## src/include/lbm_port_defs.vh

```
`ifndef LBM_PORT_DEFS_VH
`define LBM_PORT_DEFS_VH

// ----------------------------------------------------------------
// Register byte offsets
// ----------------------------------------------------------------
`define LBM_OFF_MODE 8'h00
`define LBM_OFF_ARB 8'h04
`define LBM_OFF_ADDR 8'h08
`define LBM_OFF_WDATA 8'h0C
`define LBM_OFF_CMD 8'h10
`define LBM_OFF_RDATA 8'h14
`define LBM_OFF_STAT 8'h18
`define LBM_OFF_IRQ 8'h1C
`define LBM_OFF_MASK 8'h20

// ----------------------------------------------------------------
// Field positions
// ----------------------------------------------------------------
`define LBM_MODE_CFG_LSB 0
`define LBM_MODE_CFG_MSB 2
`define LBM_MODE_DIV_LSB 4
`define LBM_MODE_DIV_MSB 5
`define LBM_ARB_MASTER_BIT 0
`define LBM_WDATA_BHE_BIT 16
`define LBM_CMD_GO_BIT 0
`define LBM_CMD_WRITE_BIT 1
`define LBM_IRQ_PERIPH_BIT 0
`define LBM_IRQ_DONE_BIT 1
`define LBM_IRQ_HOLD_BIT 2
`define LBM_IRQ_WIDTH 3

// ----------------------------------------------------------------
// Reset values and codes
// ----------------------------------------------------------------
`define LBM_RST_CFG 3'h0
`define LBM_RST_DIV 2'h0
`define LBM_RST_MASTER 1'h1
`define LBM_CFG_MUX 3'h4
`define LBM_CFG_FULL_ADDR 3'h0
`define LBM_RESP_OKAY 2'h0
`define LBM_RESP_SLVERR 2'h2

// ----------------------------------------------------------------
// Clock divide: divisors per code, counted in system periods
// ----------------------------------------------------------------
`define LBM_DIV_CODE0 6'h02
`define LBM_DIV_CODE1 6'h04
`define LBM_DIV_CODE2 6'h08
`define LBM_DIV_CODE3 6'h10

`endif

```

## src/rtl/lbm_port.v

```verilog
// Function
// - Config top bit clear in host mode: data pins form a 16-bit data bus.
// - Config 100 in host mode: data pins carry multiplexed address then data.
// - Split-bus strap set: data pins carry address bits 31 to 16.
// - As arbitration master, hold request low asks the port into hold; device then enters hold.
// - Bus request low while wanting the bus; high again once regained.
// - Arbitration master bit makes hold status pin output, else input.
// - As arbitration master, drive hold status low while in hold.
// - Under external arbiter, hold status high keeps bus undriven.
// - Peripheral select asserted during each local bus access.
// - Address latch strobe floats whenever unused, e.g. split-bus mode.
// - Read, write, upper byte strobes float unless port owns the bus.
// - Ready low inserts wait states until target raises it.
// - Peripheral interrupt input feeds the interrupt status.
// - Local bus clock is system clock divided by two-bit field choice.
// - Local clock high phase lasts half a system clock period.
// - Config 000 in host mode: lower pin group is 16-bit address bus.
`timescale 1ns/1ps
`include "lbm_port_defs.vh"

module lbm_port
(
  // Clock and reset
  input wire CLK,
  input wire RST_N,
  // AXI4-Lite slave
  input wire [7:0] S_AXI_AWADDR,
  input wire S_AXI_AWVALID,
  output reg S_AXI_AWREADY,
  input wire [31:0] S_AXI_WDATA,
  input wire [3:0] S_AXI_WSTRB,
  input wire S_AXI_WVALID,
  output reg S_AXI_WREADY,
  output reg [1:0] S_AXI_BRESP,
  output reg S_AXI_BVALID,
  input wire S_AXI_BREADY,
  input wire [7:0] S_AXI_ARADDR,
  input wire S_AXI_ARVALID,
  output reg S_AXI_ARREADY,
  output reg [31:0] S_AXI_RDATA,
  output reg [1:0] S_AXI_RRESP,
  output reg S_AXI_RVALID,
  input wire S_AXI_RREADY,
  // Interrupt
  output reg IRQ,
  // Strap
  input wire SPLIT_BUS_MODE_STRAP,
  // Data / upper address pins
  input wire [15:0] LOCAL_DATA_PINS_I,
  output reg [15:0] LOCAL_DATA_PINS_O,
  output reg LOCAL_DATA_PINS_OE,
  // Lower address pins
  output reg [15:0] LOCAL_ADDR_PINS_O,
  output reg [15:0] LOCAL_ADDR_PINS_OE,
  // Arbitration
  input wire BUS_HOLD_REQUEST_IN,
  output reg BUS_REQUEST_OUT_N,
  input wire HOLD_STATUS_PIN_I,
  output reg HOLD_STATUS_PIN_O,
  output reg HOLD_STATUS_PIN_OE,
  // Strobes
  output reg PERIPHERAL_SELECT_OUT_N,
  output reg ADDRESS_LATCH_STROBE_O,
  output reg ADDRESS_LATCH_STROBE_OE,
  output reg READ_STROBE_PIN_N_O,
  output reg WRITE_STROBE_PIN_N_O,
  output reg UPPER_BYTE_ENABLE_PIN_N_O,
  output reg STROBES_OE,
  input wire WAIT_STATE_READY_IN,
  input wire PERIPHERAL_IRQ_IN,
  // Local bus clock
  output reg LOCAL_BUS_CLOCK_OUT
);

  // ----------------------------------------------------------------
  // Declarations
  // ----------------------------------------------------------------
  localparam S_IDLE = 3'h0;
  localparam S_ARB = 3'h1;
  localparam S_ADDR = 3'h2;
  localparam S_STRB = 3'h3;
  localparam S_DONE = 3'h4;

  reg [2:0] cfg_r;
  reg [1:0] div_r;
  reg master_r;
  reg [31:0] addr_r;
  reg [15:0] wdata_r;
  reg bhe_r;
  reg wr_r;
  reg go_r;
  reg [15:0] rdata_r;
  reg [`LBM_IRQ_WIDTH-1:0] irq_stat_r;
  reg [`LBM_IRQ_WIDTH-1:0] irq_mask_r;
  reg [`LBM_IRQ_WIDTH-1:0] irq_set;
  reg [`LBM_IRQ_WIDTH-1:0] irq_clr;
  reg [2:0] state_r;
  reg [2:0] state_nxt;
  reg in_hold_r;
  reg in_hold_nxt;
  reg split_r;
  reg strap_done_r;
  reg [1:0] fill_r;
  reg [5:0] cnt_r;
  reg [5:0] cnt_max;
  wire tick;

  // Synchronisers: stage 1 is read only by stage 2
  reg [15:0] data_s1_r;
  reg [15:0] data_s2_r;
  reg [4:0] ctl_s1_r;
  reg [4:0] ctl_s2_r;
  wire ready_s = ctl_s2_r[0];
  wire pirq_s = ctl_s2_r[1];
  wire hreq_s = ctl_s2_r[2];
  wire hstat_s = ctl_s2_r[3];
  wire strap_s = ctl_s2_r[4];

  // AXI write side
  reg aw_held_r;
  reg w_held_r;
  reg [7:0] awaddr_r;
  reg [31:0] wdata_bus_r;
  reg [3:0] wstrb_r;
  wire wr_fire = aw_held_r & w_held_r & ~S_AXI_BVALID;

  // ----------------------------------------------------------------
  // Input synchronisers and strap capture
  // ----------------------------------------------------------------
  always @(posedge CLK or negedge RST_N)
  begin
    if (!RST_N)
    begin
      data_s1_r <= 16'h0000;
      data_s2_r <= 16'h0000;
      // Idle pin levels, so no false interrupt or hold follows reset
      ctl_s1_r <= 5'h0D;
      ctl_s2_r <= 5'h0D;
      split_r <= 1'b0;
      strap_done_r <= 1'b0;
      fill_r <= 2'h0;
    end
    else
    begin
      data_s1_r <= LOCAL_DATA_PINS_I;
      data_s2_r <= data_s1_r;
      ctl_s1_r <= {SPLIT_BUS_MODE_STRAP, HOLD_STATUS_PIN_I, BUS_HOLD_REQUEST_IN,
                   PERIPHERAL_IRQ_IN, WAIT_STATE_READY_IN};
      ctl_s2_r <= ctl_s1_r;
      // Strap is taken once, when stage 2 first holds a sampled pin
      fill_r <= {fill_r[0], 1'b1};
      if (!strap_done_r && fill_r[1])
      begin
        split_r <= strap_s;
        strap_done_r <= 1'b1;
      end
    end
  end

  // ----------------------------------------------------------------
  // Local bus clock divider
  // ----------------------------------------------------------------
  // CLK runs at twice the system rate, so one CLK high cycle is half
  // a system period; a period of 2n cycles keeps duty at 1/(2n).
  always @*
  begin
    case (div_r)
      2'h0: cnt_max = `LBM_DIV_CODE0 + `LBM_DIV_CODE0 - 6'h01;
      2'h1: cnt_max = `LBM_DIV_CODE1 + `LBM_DIV_CODE1 - 6'h01;
      2'h2: cnt_max = `LBM_DIV_CODE2 + `LBM_DIV_CODE2 - 6'h01;
      default: cnt_max = `LBM_DIV_CODE3 + `LBM_DIV_CODE3 - 6'h01;
    endcase
  end

  assign tick = (cnt_r >= cnt_max);

  always @(posedge CLK or negedge RST_N)
  begin
    if (!RST_N)
    begin
      cnt_r <= 6'h00;
      LOCAL_BUS_CLOCK_OUT <= 1'b0;
    end
    else
    begin
      cnt_r <= tick ? 6'h00 : cnt_r + 6'h01;
      LOCAL_BUS_CLOCK_OUT <= tick;
    end
  end

  // ----------------------------------------------------------------
  // Arbitration and bus cycle sequencer
  // ----------------------------------------------------------------
  always @*
  begin
    in_hold_nxt = in_hold_r;
    if (master_r)
    begin
      // Hold is entered only between cycles so a transfer is never cut
      if (!in_hold_r && !hreq_s && (state_r == S_IDLE || state_r == S_ARB))
        in_hold_nxt = 1'b1;
      else if (in_hold_r && hreq_s)
        in_hold_nxt = 1'b0;
    end
    else
      in_hold_nxt = hstat_s;
  end

  always @*
  begin
    state_nxt = state_r;
    if (in_hold_r && (state_r == S_ADDR || state_r == S_STRB))
      state_nxt = S_ARB;
    else if (tick)
    begin
      case (state_r)
        S_IDLE: if (go_r) state_nxt = S_ARB;
        S_ARB: if (!in_hold_r) state_nxt = S_ADDR;
        S_ADDR: state_nxt = S_STRB;
        S_STRB: if (ready_s) state_nxt = S_DONE;
        S_DONE: state_nxt = S_IDLE;
        default: state_nxt = S_IDLE;
      endcase
    end
  end

  always @(posedge CLK or negedge RST_N)
  begin
    if (!RST_N)
    begin
      state_r <= S_IDLE;
      in_hold_r <= 1'b0;
      rdata_r <= 16'h0000;
    end
    else
    begin
      state_r <= state_nxt;
      in_hold_r <= in_hold_nxt;
      if (state_r == S_STRB && state_nxt == S_DONE && !wr_r && !split_r)
        rdata_r <= data_s2_r;
    end
  end

  // ----------------------------------------------------------------
  // Pin drivers
  // ----------------------------------------------------------------
  always @(posedge CLK or negedge RST_N)
  begin
    if (!RST_N)
    begin
      LOCAL_DATA_PINS_O <= 16'h0000;
      LOCAL_DATA_PINS_OE <= 1'b0;
      LOCAL_ADDR_PINS_O <= 16'h0000;
      LOCAL_ADDR_PINS_OE <= 16'h0000;
      BUS_REQUEST_OUT_N <= 1'b1;
      HOLD_STATUS_PIN_O <= 1'b1;
      HOLD_STATUS_PIN_OE <= 1'b0;
      PERIPHERAL_SELECT_OUT_N <= 1'b1;
      ADDRESS_LATCH_STROBE_O <= 1'b0;
      ADDRESS_LATCH_STROBE_OE <= 1'b0;
      READ_STROBE_PIN_N_O <= 1'b1;
      WRITE_STROBE_PIN_N_O <= 1'b1;
      UPPER_BYTE_ENABLE_PIN_N_O <= 1'b1;
      STROBES_OE <= 1'b0;
    end
    else
    begin
      BUS_REQUEST_OUT_N <= ~(in_hold_r && state_r == S_ARB);
      HOLD_STATUS_PIN_OE <= master_r;
      HOLD_STATUS_PIN_O <= ~in_hold_r;
      STROBES_OE <= ~in_hold_r;
      ADDRESS_LATCH_STROBE_OE <= ~in_hold_r && cfg_r == `LBM_CFG_MUX && !split_r;
      ADDRESS_LATCH_STROBE_O <= state_r == S_ADDR && cfg_r == `LBM_CFG_MUX && !split_r;
      PERIPHERAL_SELECT_OUT_N <= ~(state_r == S_ADDR || state_r == S_STRB);
      READ_STROBE_PIN_N_O <= ~(state_r == S_STRB && !wr_r);
      WRITE_STROBE_PIN_N_O <= ~(state_r == S_STRB && wr_r);
      UPPER_BYTE_ENABLE_PIN_N_O <= ~((state_r == S_ADDR || state_r == S_STRB) && bhe_r);
      LOCAL_ADDR_PINS_O <= addr_r[15:0];
      if (in_hold_r)
        LOCAL_ADDR_PINS_OE <= 16'h0000;
      else if (split_r || cfg_r == `LBM_CFG_FULL_ADDR)
        LOCAL_ADDR_PINS_OE <= 16'hFFFF;
      else if (!cfg_r[2])
        LOCAL_ADDR_PINS_OE <= 16'h00FF;
      else
        LOCAL_ADDR_PINS_OE <= 16'h0000;
      if (split_r)
      begin
        LOCAL_DATA_PINS_O <= addr_r[31:16];
        LOCAL_DATA_PINS_OE <= ~in_hold_r;
      end
      else if (cfg_r == `LBM_CFG_MUX)
      begin
        // Address phase first, then write data on the same pins
        LOCAL_DATA_PINS_O <= (state_r == S_ADDR) ? addr_r[15:0] : wdata_r;
        LOCAL_DATA_PINS_OE <= ~in_hold_r &&
                              (state_r == S_ADDR || (state_r == S_STRB && wr_r));
      end
      else if (!cfg_r[2])
      begin
        LOCAL_DATA_PINS_O <= wdata_r;
        LOCAL_DATA_PINS_OE <= ~in_hold_r && state_r == S_STRB && wr_r;
      end
      else
      begin
        LOCAL_DATA_PINS_O <= 16'h0000;
        LOCAL_DATA_PINS_OE <= 1'b0;
      end
    end
  end

  // ----------------------------------------------------------------
  // Interrupt status
  // ----------------------------------------------------------------
  always @*
  begin
    irq_set = {`LBM_IRQ_WIDTH{1'b0}};
    irq_set[`LBM_IRQ_PERIPH_BIT] = pirq_s;
    irq_set[`LBM_IRQ_DONE_BIT] = (state_r == S_DONE) && (state_nxt == S_IDLE);
    irq_set[`LBM_IRQ_HOLD_BIT] = in_hold_nxt && !in_hold_r;
    irq_clr = {`LBM_IRQ_WIDTH{1'b0}};
    if (wr_fire && awaddr_r == `LBM_OFF_IRQ && wstrb_r[0])
      irq_clr = wdata_bus_r[`LBM_IRQ_WIDTH-1:0];
  end

  always @(posedge CLK or negedge RST_N)
  begin
    if (!RST_N)
    begin
      irq_stat_r <= {`LBM_IRQ_WIDTH{1'b0}};
      IRQ <= 1'b0;
    end
    else
    begin
      // A set in the clearing cycle survives
      irq_stat_r <= (irq_stat_r & ~irq_clr) | irq_set;
      IRQ <= |(irq_stat_r & irq_mask_r);
    end
  end

  // ----------------------------------------------------------------
  // AXI4-Lite write path
  // ----------------------------------------------------------------
  always @(posedge CLK or negedge RST_N)
  begin
    if (!RST_N)
    begin
      S_AXI_AWREADY <= 1'b0;
      S_AXI_WREADY <= 1'b0;
      S_AXI_BVALID <= 1'b0;
      S_AXI_BRESP <= `LBM_RESP_OKAY;
      aw_held_r <= 1'b0;
      w_held_r <= 1'b0;
      awaddr_r <= 8'h00;
      wdata_bus_r <= 32'h00000000;
      wstrb_r <= 4'h0;
      cfg_r <= `LBM_RST_CFG;
      div_r <= `LBM_RST_DIV;
      master_r <= `LBM_RST_MASTER;
      addr_r <= 32'h00000000;
      wdata_r <= 16'h0000;
      bhe_r <= 1'b0;
      wr_r <= 1'b0;
      go_r <= 1'b0;
      irq_mask_r <= {`LBM_IRQ_WIDTH{1'b0}};
    end
    else
    begin
      S_AXI_AWREADY <= ~aw_held_r && ~S_AXI_AWREADY && S_AXI_AWVALID;
      S_AXI_WREADY <= ~w_held_r && ~S_AXI_WREADY && S_AXI_WVALID;
      if (S_AXI_AWREADY && S_AXI_AWVALID)
      begin
        aw_held_r <= 1'b1;
        awaddr_r <= S_AXI_AWADDR;
      end
      if (S_AXI_WREADY && S_AXI_WVALID)
      begin
        w_held_r <= 1'b1;
        wdata_bus_r <= S_AXI_WDATA;
        wstrb_r <= S_AXI_WSTRB;
      end
      if (S_AXI_BVALID && S_AXI_BREADY)
        S_AXI_BVALID <= 1'b0;
      if (state_r == S_ARB)
        go_r <= 1'b0;
      if (wr_fire)
      begin
        aw_held_r <= 1'b0;
        w_held_r <= 1'b0;
        S_AXI_BVALID <= 1'b1;
        S_AXI_BRESP <= `LBM_RESP_OKAY;
        case (awaddr_r)
          `LBM_OFF_MODE:
          begin
            if (wstrb_r[0])
            begin
              cfg_r <= wdata_bus_r[`LBM_MODE_CFG_MSB:`LBM_MODE_CFG_LSB];
              div_r <= wdata_bus_r[`LBM_MODE_DIV_MSB:`LBM_MODE_DIV_LSB];
            end
          end
          `LBM_OFF_ARB: if (wstrb_r[0]) master_r <= wdata_bus_r[`LBM_ARB_MASTER_BIT];
          `LBM_OFF_ADDR:
          begin
            if (wstrb_r[0]) addr_r[7:0] <= wdata_bus_r[7:0];
            if (wstrb_r[1]) addr_r[15:8] <= wdata_bus_r[15:8];
            if (wstrb_r[2]) addr_r[23:16] <= wdata_bus_r[23:16];
            if (wstrb_r[3]) addr_r[31:24] <= wdata_bus_r[31:24];
          end
          `LBM_OFF_WDATA:
          begin
            if (wstrb_r[0]) wdata_r[7:0] <= wdata_bus_r[7:0];
            if (wstrb_r[1]) wdata_r[15:8] <= wdata_bus_r[15:8];
            if (wstrb_r[2]) bhe_r <= wdata_bus_r[`LBM_WDATA_BHE_BIT];
          end
          `LBM_OFF_CMD:
          begin
            // A start while a cycle is under way is dropped
            if (wstrb_r[0] && state_r == S_IDLE && !go_r &&
                wdata_bus_r[`LBM_CMD_GO_BIT])
            begin
              go_r <= 1'b1;
              wr_r <= wdata_bus_r[`LBM_CMD_WRITE_BIT];
            end
          end
          `LBM_OFF_IRQ: ;
          `LBM_OFF_MASK: if (wstrb_r[0]) irq_mask_r <= wdata_bus_r[`LBM_IRQ_WIDTH-1:0];
          `LBM_OFF_RDATA: ;
          `LBM_OFF_STAT: ;
          default: S_AXI_BRESP <= `LBM_RESP_SLVERR;
        endcase
      end
    end
  end

  // ----------------------------------------------------------------
  // AXI4-Lite read path
  // ----------------------------------------------------------------
  always @(posedge CLK or negedge RST_N)
  begin
    if (!RST_N)
    begin
      S_AXI_ARREADY <= 1'b0;
      S_AXI_RVALID <= 1'b0;
      S_AXI_RDATA <= 32'h00000000;
      S_AXI_RRESP <= `LBM_RESP_OKAY;
    end
    else
    begin
      S_AXI_ARREADY <= ~S_AXI_ARREADY && ~S_AXI_RVALID && S_AXI_ARVALID;
      if (S_AXI_RVALID && S_AXI_RREADY)
        S_AXI_RVALID <= 1'b0;
      if (S_AXI_ARREADY && S_AXI_ARVALID)
      begin
        S_AXI_RVALID <= 1'b1;
        S_AXI_RRESP <= `LBM_RESP_OKAY;
        S_AXI_RDATA <= 32'h00000000;
        case (S_AXI_ARADDR)
          `LBM_OFF_MODE: S_AXI_RDATA <= {26'h0, div_r, 1'b0, cfg_r};
          `LBM_OFF_ARB: S_AXI_RDATA <= {31'h0, master_r};
          `LBM_OFF_ADDR: S_AXI_RDATA <= addr_r;
          `LBM_OFF_WDATA: S_AXI_RDATA <= {15'h0, bhe_r, wdata_r};
          `LBM_OFF_CMD: S_AXI_RDATA <= {30'h0, wr_r, go_r || state_r != S_IDLE};
          `LBM_OFF_RDATA: S_AXI_RDATA <= {16'h0, rdata_r};
          `LBM_OFF_STAT: S_AXI_RDATA <= {25'h0, state_r, split_r, ~in_hold_r,
                                         in_hold_r, state_r != S_IDLE};
          `LBM_OFF_IRQ: S_AXI_RDATA <= {29'h0, irq_stat_r};
          `LBM_OFF_MASK: S_AXI_RDATA <= {29'h0, irq_mask_r};
          default: S_AXI_RRESP <= `LBM_RESP_SLVERR;
        endcase
      end
    end
  end

endmodule

```

## config.mk

```make
export PLATFORM = sky130hd
export DESIGN_NAME = lbm_port
export DESIGN_NICKNAME = d
export VERILOG_FILES = /design/src/rtl/lbm_port.v
export VERILOG_INCLUDE_DIRS = /design/src /design/src/include
export SDC_FILE = /design/constraint.sdc
export NUM_CORES = 1
export LEC_CHECK = 0
export ABC_AREA = 1
export BUFFER_PORTS_ARGS = -buffer_cell sky130_fd_sc_hd__buf_2
export CAP_MARGIN = 30
export CORE_MARGIN = 2
export CORE_UTILIZATION = 60
export CTS_BUF_LIST = sky130_fd_sc_hd__clkbuf_16
export CTS_CLUSTER_DIAMETER = 100
export DETAILED_ROUTE_END_ITERATION = 8
export GPL_ROUTABILITY_DRIVEN = 0
export PLACE_DENSITY = 0.89
export SYNTH_ARGS = -nofsm -noshare
export SYNTH_HDL_FRONTEND = slang
export SYNTH_SLANG_ARGS = --single-unit
```

## constraint.sdc

```tcl
create_clock -name CLK -period 3.4 [get_ports CLK]
set_input_delay 0.68 -clock CLK [delete_from_list [all_inputs] [get_ports CLK]]
set_output_delay 0.68 -clock CLK [all_outputs]
set_load 0.005 [all_outputs]
```

==> After elaboration in Yosys (flattened, before gate mapping) <==
Cells that the tools add are included.
{ "totals": {"ff_bits": 283, "latchBits": 0, "mem_bits_rw": 0, "romBits": 0, "in_bits": 80, "out_inout_bits": 102, "wordCells": 209, "mem_count": 0} }
{ "op_classes": {"n_addsub": 1, "mul": 0, "div_mod_pow": 0, "order_cmp": 1, "n_eq_ne": 24, "shifts": 0, "muxes": 37, "bitwise": 19, "reduce_logical": 73} }
{ "op_table": {"columns": ["op", "count"], "rows": [
  ["case mux 32 bit (9 select lines)", 1],
  ["two-way mux 16 bit", 6],
  ["equality test 8 x 5 -> 1 bit, second input constant", 8],
  ["logical AND 1 bit", 37],
  ["AND reduction 3 bit", 11],
  ["equality test 8 x 4 -> 1 bit, second input constant", 4],
  ["two-way mux 1 bit", 18],
  ["two-way mux 3 bit", 6],
  ["OR reduction 9 bit", 2],
  ["equality test 8 x 3 -> 1 bit, second input constant", 2],
  ["equality test 8 x 6 -> 1 bit, second input constant", 2],
  ["zero test 8 bit", 2],
  ["case mux 5 bit (3 select lines)", 1],
  ["NOT 1 bit", 13],
  ["case mux 3 bit (4 select lines)", 1],
  ["equality test 3 bit, second input constant", 3],
  ["zero test 3 bit", 3],
  ["two-way mux 8 bit", 1],
  ["nonzero test 2 bit", 4],
  ["adder 6 x 1 -> 6 bit, second input constant", 1],
  ["AND 3 bit", 2],
  ["equality test 3 x 2 -> 1 bit, second input constant", 2],
  [">= comparator 6 bit", 1],
  ["zero test 1 bit", 6],
  ["other kinds (12)", 18]
]} }

==> Depth between registers and ports, before layout <==
{ "depth": {"word_depth": 9, "depth_mapped": 12, "ltp_nobuf": 11} }

==> Least setup slack after synthesis <==
No wires, ideal clock.
{ "synth_path": {"kind": "register to register", "from": "register div_r[1]", "to": "register rdata_r[10]", "setup_time_ps": 117, "t_arrival_ps": 1603, "required_time_ps": 3283, "setup_slack_ps": 1680, "path_stages_with_launch": 13, "path_buffers": 1, "period_less_slack_ps": 1720, "cell_sequence": "dfrtp_1 -> nand2_1 -> ha_1 -> inv_1 -> nor2_1 -> nand2_1 -> nand3_2 -> inv_2 -> nor2_1 -> nor2_4 -> buf_6 -> nand3_1 -> nand2_1"} }
{ "synth_via": {"elab_chain_cells": 9, "elab_cells_between_ends": 11, "classes_between": "order compare (1); eq/ne (3); mux (3); reduce/logical (4)"} }
{ "synth_lines": {"columns": ["element", "line", "source"], "rows": [
  ["start: declaration", "lbm_port.v:85", "reg [1:0] div_r;"],
  ["start signal: assignment", "lbm_port.v:358", "div_r <= `LBM_RST_DIV;"],
  ["start signal: assignment", "lbm_port.v:398", "div_r <= wdata_bus_r[`LBM_MODE_DIV_MSB:`LBM_MODE_DIV_LSB];"],
  ["equality test 2 bit, or another cell as far along", "lbm_port.v:167", "case (div_r)"],
  ["case mux 5 bit (3 select lines) *", "lbm_port.v:167", null],
  [">= comparator 6 bit *", "lbm_port.v:175", "assign tick = (cnt_r >= cnt_max);"],
  ["named net tick", "lbm_port.v:106", "wire tick;"],
  ["two-way mux 3 bit *", "lbm_port.v:214", "else if (tick)"],
  ["two-way mux 3 bit *", "lbm_port.v:212", "if (in_hold_r && (state_r == S_ADDR || state_r == S_STRB))"],
  ["named net state_nxt[2]", "lbm_port.v:98", "reg [2:0] state_nxt;"],
  ["equality test 3 bit *", "lbm_port.v:239", "if (state_r == S_STRB && state_nxt == S_DONE && !wr_r && !split_r)"],
  ["logical AND 1 bit * (3 in series)", "lbm_port.v:239", null],
  ["end signal: assignment", "lbm_port.v:240", "rdata_r <= data_s2_r;"],
  ["end: declaration", "lbm_port.v:92", "reg [15:0] rdata_r;"]
]} }
The timed path passes the listed nets; every way through them passes the cells marked *.
A chain may end at the register's enable or synchronous reset.

==> Final worst setup path <==
{ "layout_path": {"from": "register div_r[1]", "to": "register rdata_r[5]"} }
{ "layout_via": {"elab_chain_cells": 9, "elab_cells_between_ends": 11, "classes_between": "order compare (1); eq/ne (3); mux (3); reduce/logical (4)"} }
{ "layout_lines": {"columns": ["element", "line"], "rows": [
  ["equality test 2 bit, or another cell as far along", "lbm_port.v:167"],
  ["case mux 5 bit (3 select lines) *", "lbm_port.v:167"],
  [">= comparator 6 bit *", "lbm_port.v:175"],
  ["named net tick", "lbm_port.v:106"],
  ["two-way mux 3 bit *", "lbm_port.v:214"],
  ["two-way mux 3 bit *", "lbm_port.v:212"],
  ["equality test 3 bit *", "lbm_port.v:239"],
  ["logical AND 1 bit * (3 in series)", "lbm_port.v:239"]
]} }
Marks and branches as above.

==> metrics.txt <==
chip height 138 um; core area 17400 um2; htree depth 1; Crit Path Max Fanout 18; hpwl dp 18000 um; PortBufs 179; Post-CTS Setup Inserts 0; Antenna Nets Post-Route 0; Yosys warning count 0; top_reg_cell synth dfrtp_1; Final setup viols 0; Layout Skew 0.0155 ns; Synth cell types 39; WHS 0.156 ns; Leak 6.44 nW; reg2reg start div_r[1]$_DFFE_PN0P_; most common cell in the netlist nand2_1; die area 18900 um2; max-cap viol count 0; CTS tree built; synth top area cells dfrtp_1 (59%), nand2_1 (11%), o21ai_0 (4.7%); CTS resizes 0; asr flop ratio synth 1.00; number of synthesized register bits 267; top-area cell type share of the netlist area 0.593; achievable frequency 456 MHz; FILL cells 1200; ratio of cells with drive above 1 in the final layout 0.214; drt wl/cell 17.3 um; DR DRC count 0; Seq/Total Area, Yosys 0.625; Worst-Skew Late Latency 0.53 ns; number of synthesized flops with an enable pin 0; Via density 5.53; die width 138 um; largest net degree at the start of global routing 96; hold crit path type input pin to asynchronous set/reset pin; IO Count 182; Ant. Diodes 0; Detailed Route WL 26300 um; drt first pass iters 6; Crit. End Element flip-flop; Core Rows 48; P&R area growth vs syn 17.3%; # hold bufs at CTS 0; global-route wire length before repair 41500 um; end point of the critical path rdata_r[5]$_DFFE_PN0P_; worst-margin pin slew 0.874 ns; outcome finished clean; initial antenna violation count 0; largest area contributor in the netlist dfrtp_1; Critical Path AT 2.66 ns; Final Slew Violations 0; vias 8419; CP Class flip-flop to flip-flop; Max-slew headroom 0.416; CTS buffer count 26; Fin. Hold Viols 0; reg2reg setup slack 1.21 ns; Period minus WS final 2.19 ns; synthesized area 10700 um2; Avg Cell Area, Syn 9.65 um2; starting DRC count in detailed routing 902; top cells by count, synth nand2_1 (313), dfrtp_1 (254), o21ai_0 (101); global-route total usage across every layer 0.284; setup repair after global routing missed its margin no; vias in the first global route 8197; setup TNS 0 ns; Setup crit start kind flip-flop; CTS clk-pin slew, worst paths 0.07 ns; Worst Path Required 3.86 ns; crit path from div_r[1]$_DFFE_PN0P_; Total Nets Final 1361; grt ovf 0; CTS Sinks 267; starting density of the core 0.617; P per Cell Area 733 nW/um2; VDD IR-drop max 456 uV; R2R Path End rdata_r[5]$_DFFE_PN0P_; reg2reg path depth 11; Mapped Cells 1110; Root Driver clkbuf_16; final worst-path cycle share 0.645; clock tree buffer depth 3
## registers in the layout, summed over array words and instances (netlist names), 3 cells and up
name,count
LOCAL_ADDR_PINS_O,16
LOCAL_DATA_PINS_O,16
S_AXI_RDATA,32
addr_r,32
awaddr_r,8
cfg_r,3
cnt_r,6
ctl_s1_r,5
ctl_s2_r,5
data_s1_r,16
data_s2_r,16
irq_mask_r,3
irq_stat_r,3
rdata_r,16
state_r,3
wdata_bus_r,32
wdata_r,16
wstrb_r,4
## critical path: stages, from the launching register on
cell     delay (ns)
dfrtp_1        0.49
inv_1          0.08
ha_1           0.31
nand2_1        0.06
nand2_1        0.05
nand2_1        0.09
nand3_2        0.19
inv_2          0.16
nor2_1         0.08
nor2_4         0.37
nand3_1        0.15
nand2_1        0.11
## cells in the final DEF (no fill, tap or decap), drive strengths merged, types with 16 or more instances in the layout
cell,synthesis,layout
dfrtp,254,254
buf,38,191
a22oi,16,16
clkbuf,15,27
o31ai,16,16
a21oi,45,45
o21ai,128,128
nand3,54,54
inv,109,114
nor2,65,65
nand2,320,320
## stage by stage
stage                     setup WS, ns  cell area, um2  cells  power (mW)  utilization
after floorplan                   1.68           10700   1111        5.58            -
after global placement            1.21           11700   1474        6.15        0.673
after detailed placement          1.10           11700   1474        6.27        0.673
after CTS                         1.21           12600   1522        9.21        0.724
after global routing              1.04           12600   1522        9.68        0.724
final                             1.21           12600   1522        9.20        0.724
## worst min-delay path by stage
stage / start / depth (start not counted) / end
after floorplan: ctl_s1_r[1]$_DFF_PN0_ / 0 / ctl_s2_r[1]$_DFF_PN0_
after global placement: fill_r[0]$_DFF_PN0_ / 0 / fill_r[1]$_DFF_PN0_
after detailed placement: data_s1_r[4]$_DFF_PN0_ / 0 / data_s2_r[4]$_DFF_PN0_
after CTS: RST_N / 1 / awaddr_r[6]$_DFFE_PN0P_
after global routing: RST_N / 1 / awaddr_r[6]$_DFFE_PN0P_
final: RST_N / 1 / awaddr_r[6]$_DFFE_PN0P_
## kinds of logic (layout without fill, tap and decap cells)
kind of cell,count (synthesis),after routing,synth area share
AND/OR/NAND/NOR,454,454,0.186
AO/OA/AOI/OAI,217,217,0.112
flip-flops,267,267,0.625
other,2,3,0.000701
adder cells (fa/ha/maj),4,4,0.00467
buffers and inverters,165,351,0.0707
XOR/XNOR,1,1,0.000818
## layout make-up
class                      count  area (um2)  share of cell area
clock buffer                  27         676              0.0538
sequential                   267        6700               0.533
tap                          225         282              0.0224
clock inverter                21         199              0.0158
multi-input combinational    679        3260               0.260
inverter                     112         422              0.0336
timing repair buffer         191        1020              0.0813
## layer usage
layer	track usage	share of wire
met1	0.390	0.41
met2	0.451	0.48
met3	0.0548	0.085
met4	0.113	0.033
met5	0	0
## power breakdown
part	switching (mW)	internal, mW	total [mW]
Sequential	0.420	3.86	4.28
Combinational	1.37	0.634	2.00
Clock	1.18	1.74	2.92
No activity file was read; power rests on OpenSTA's default activity.
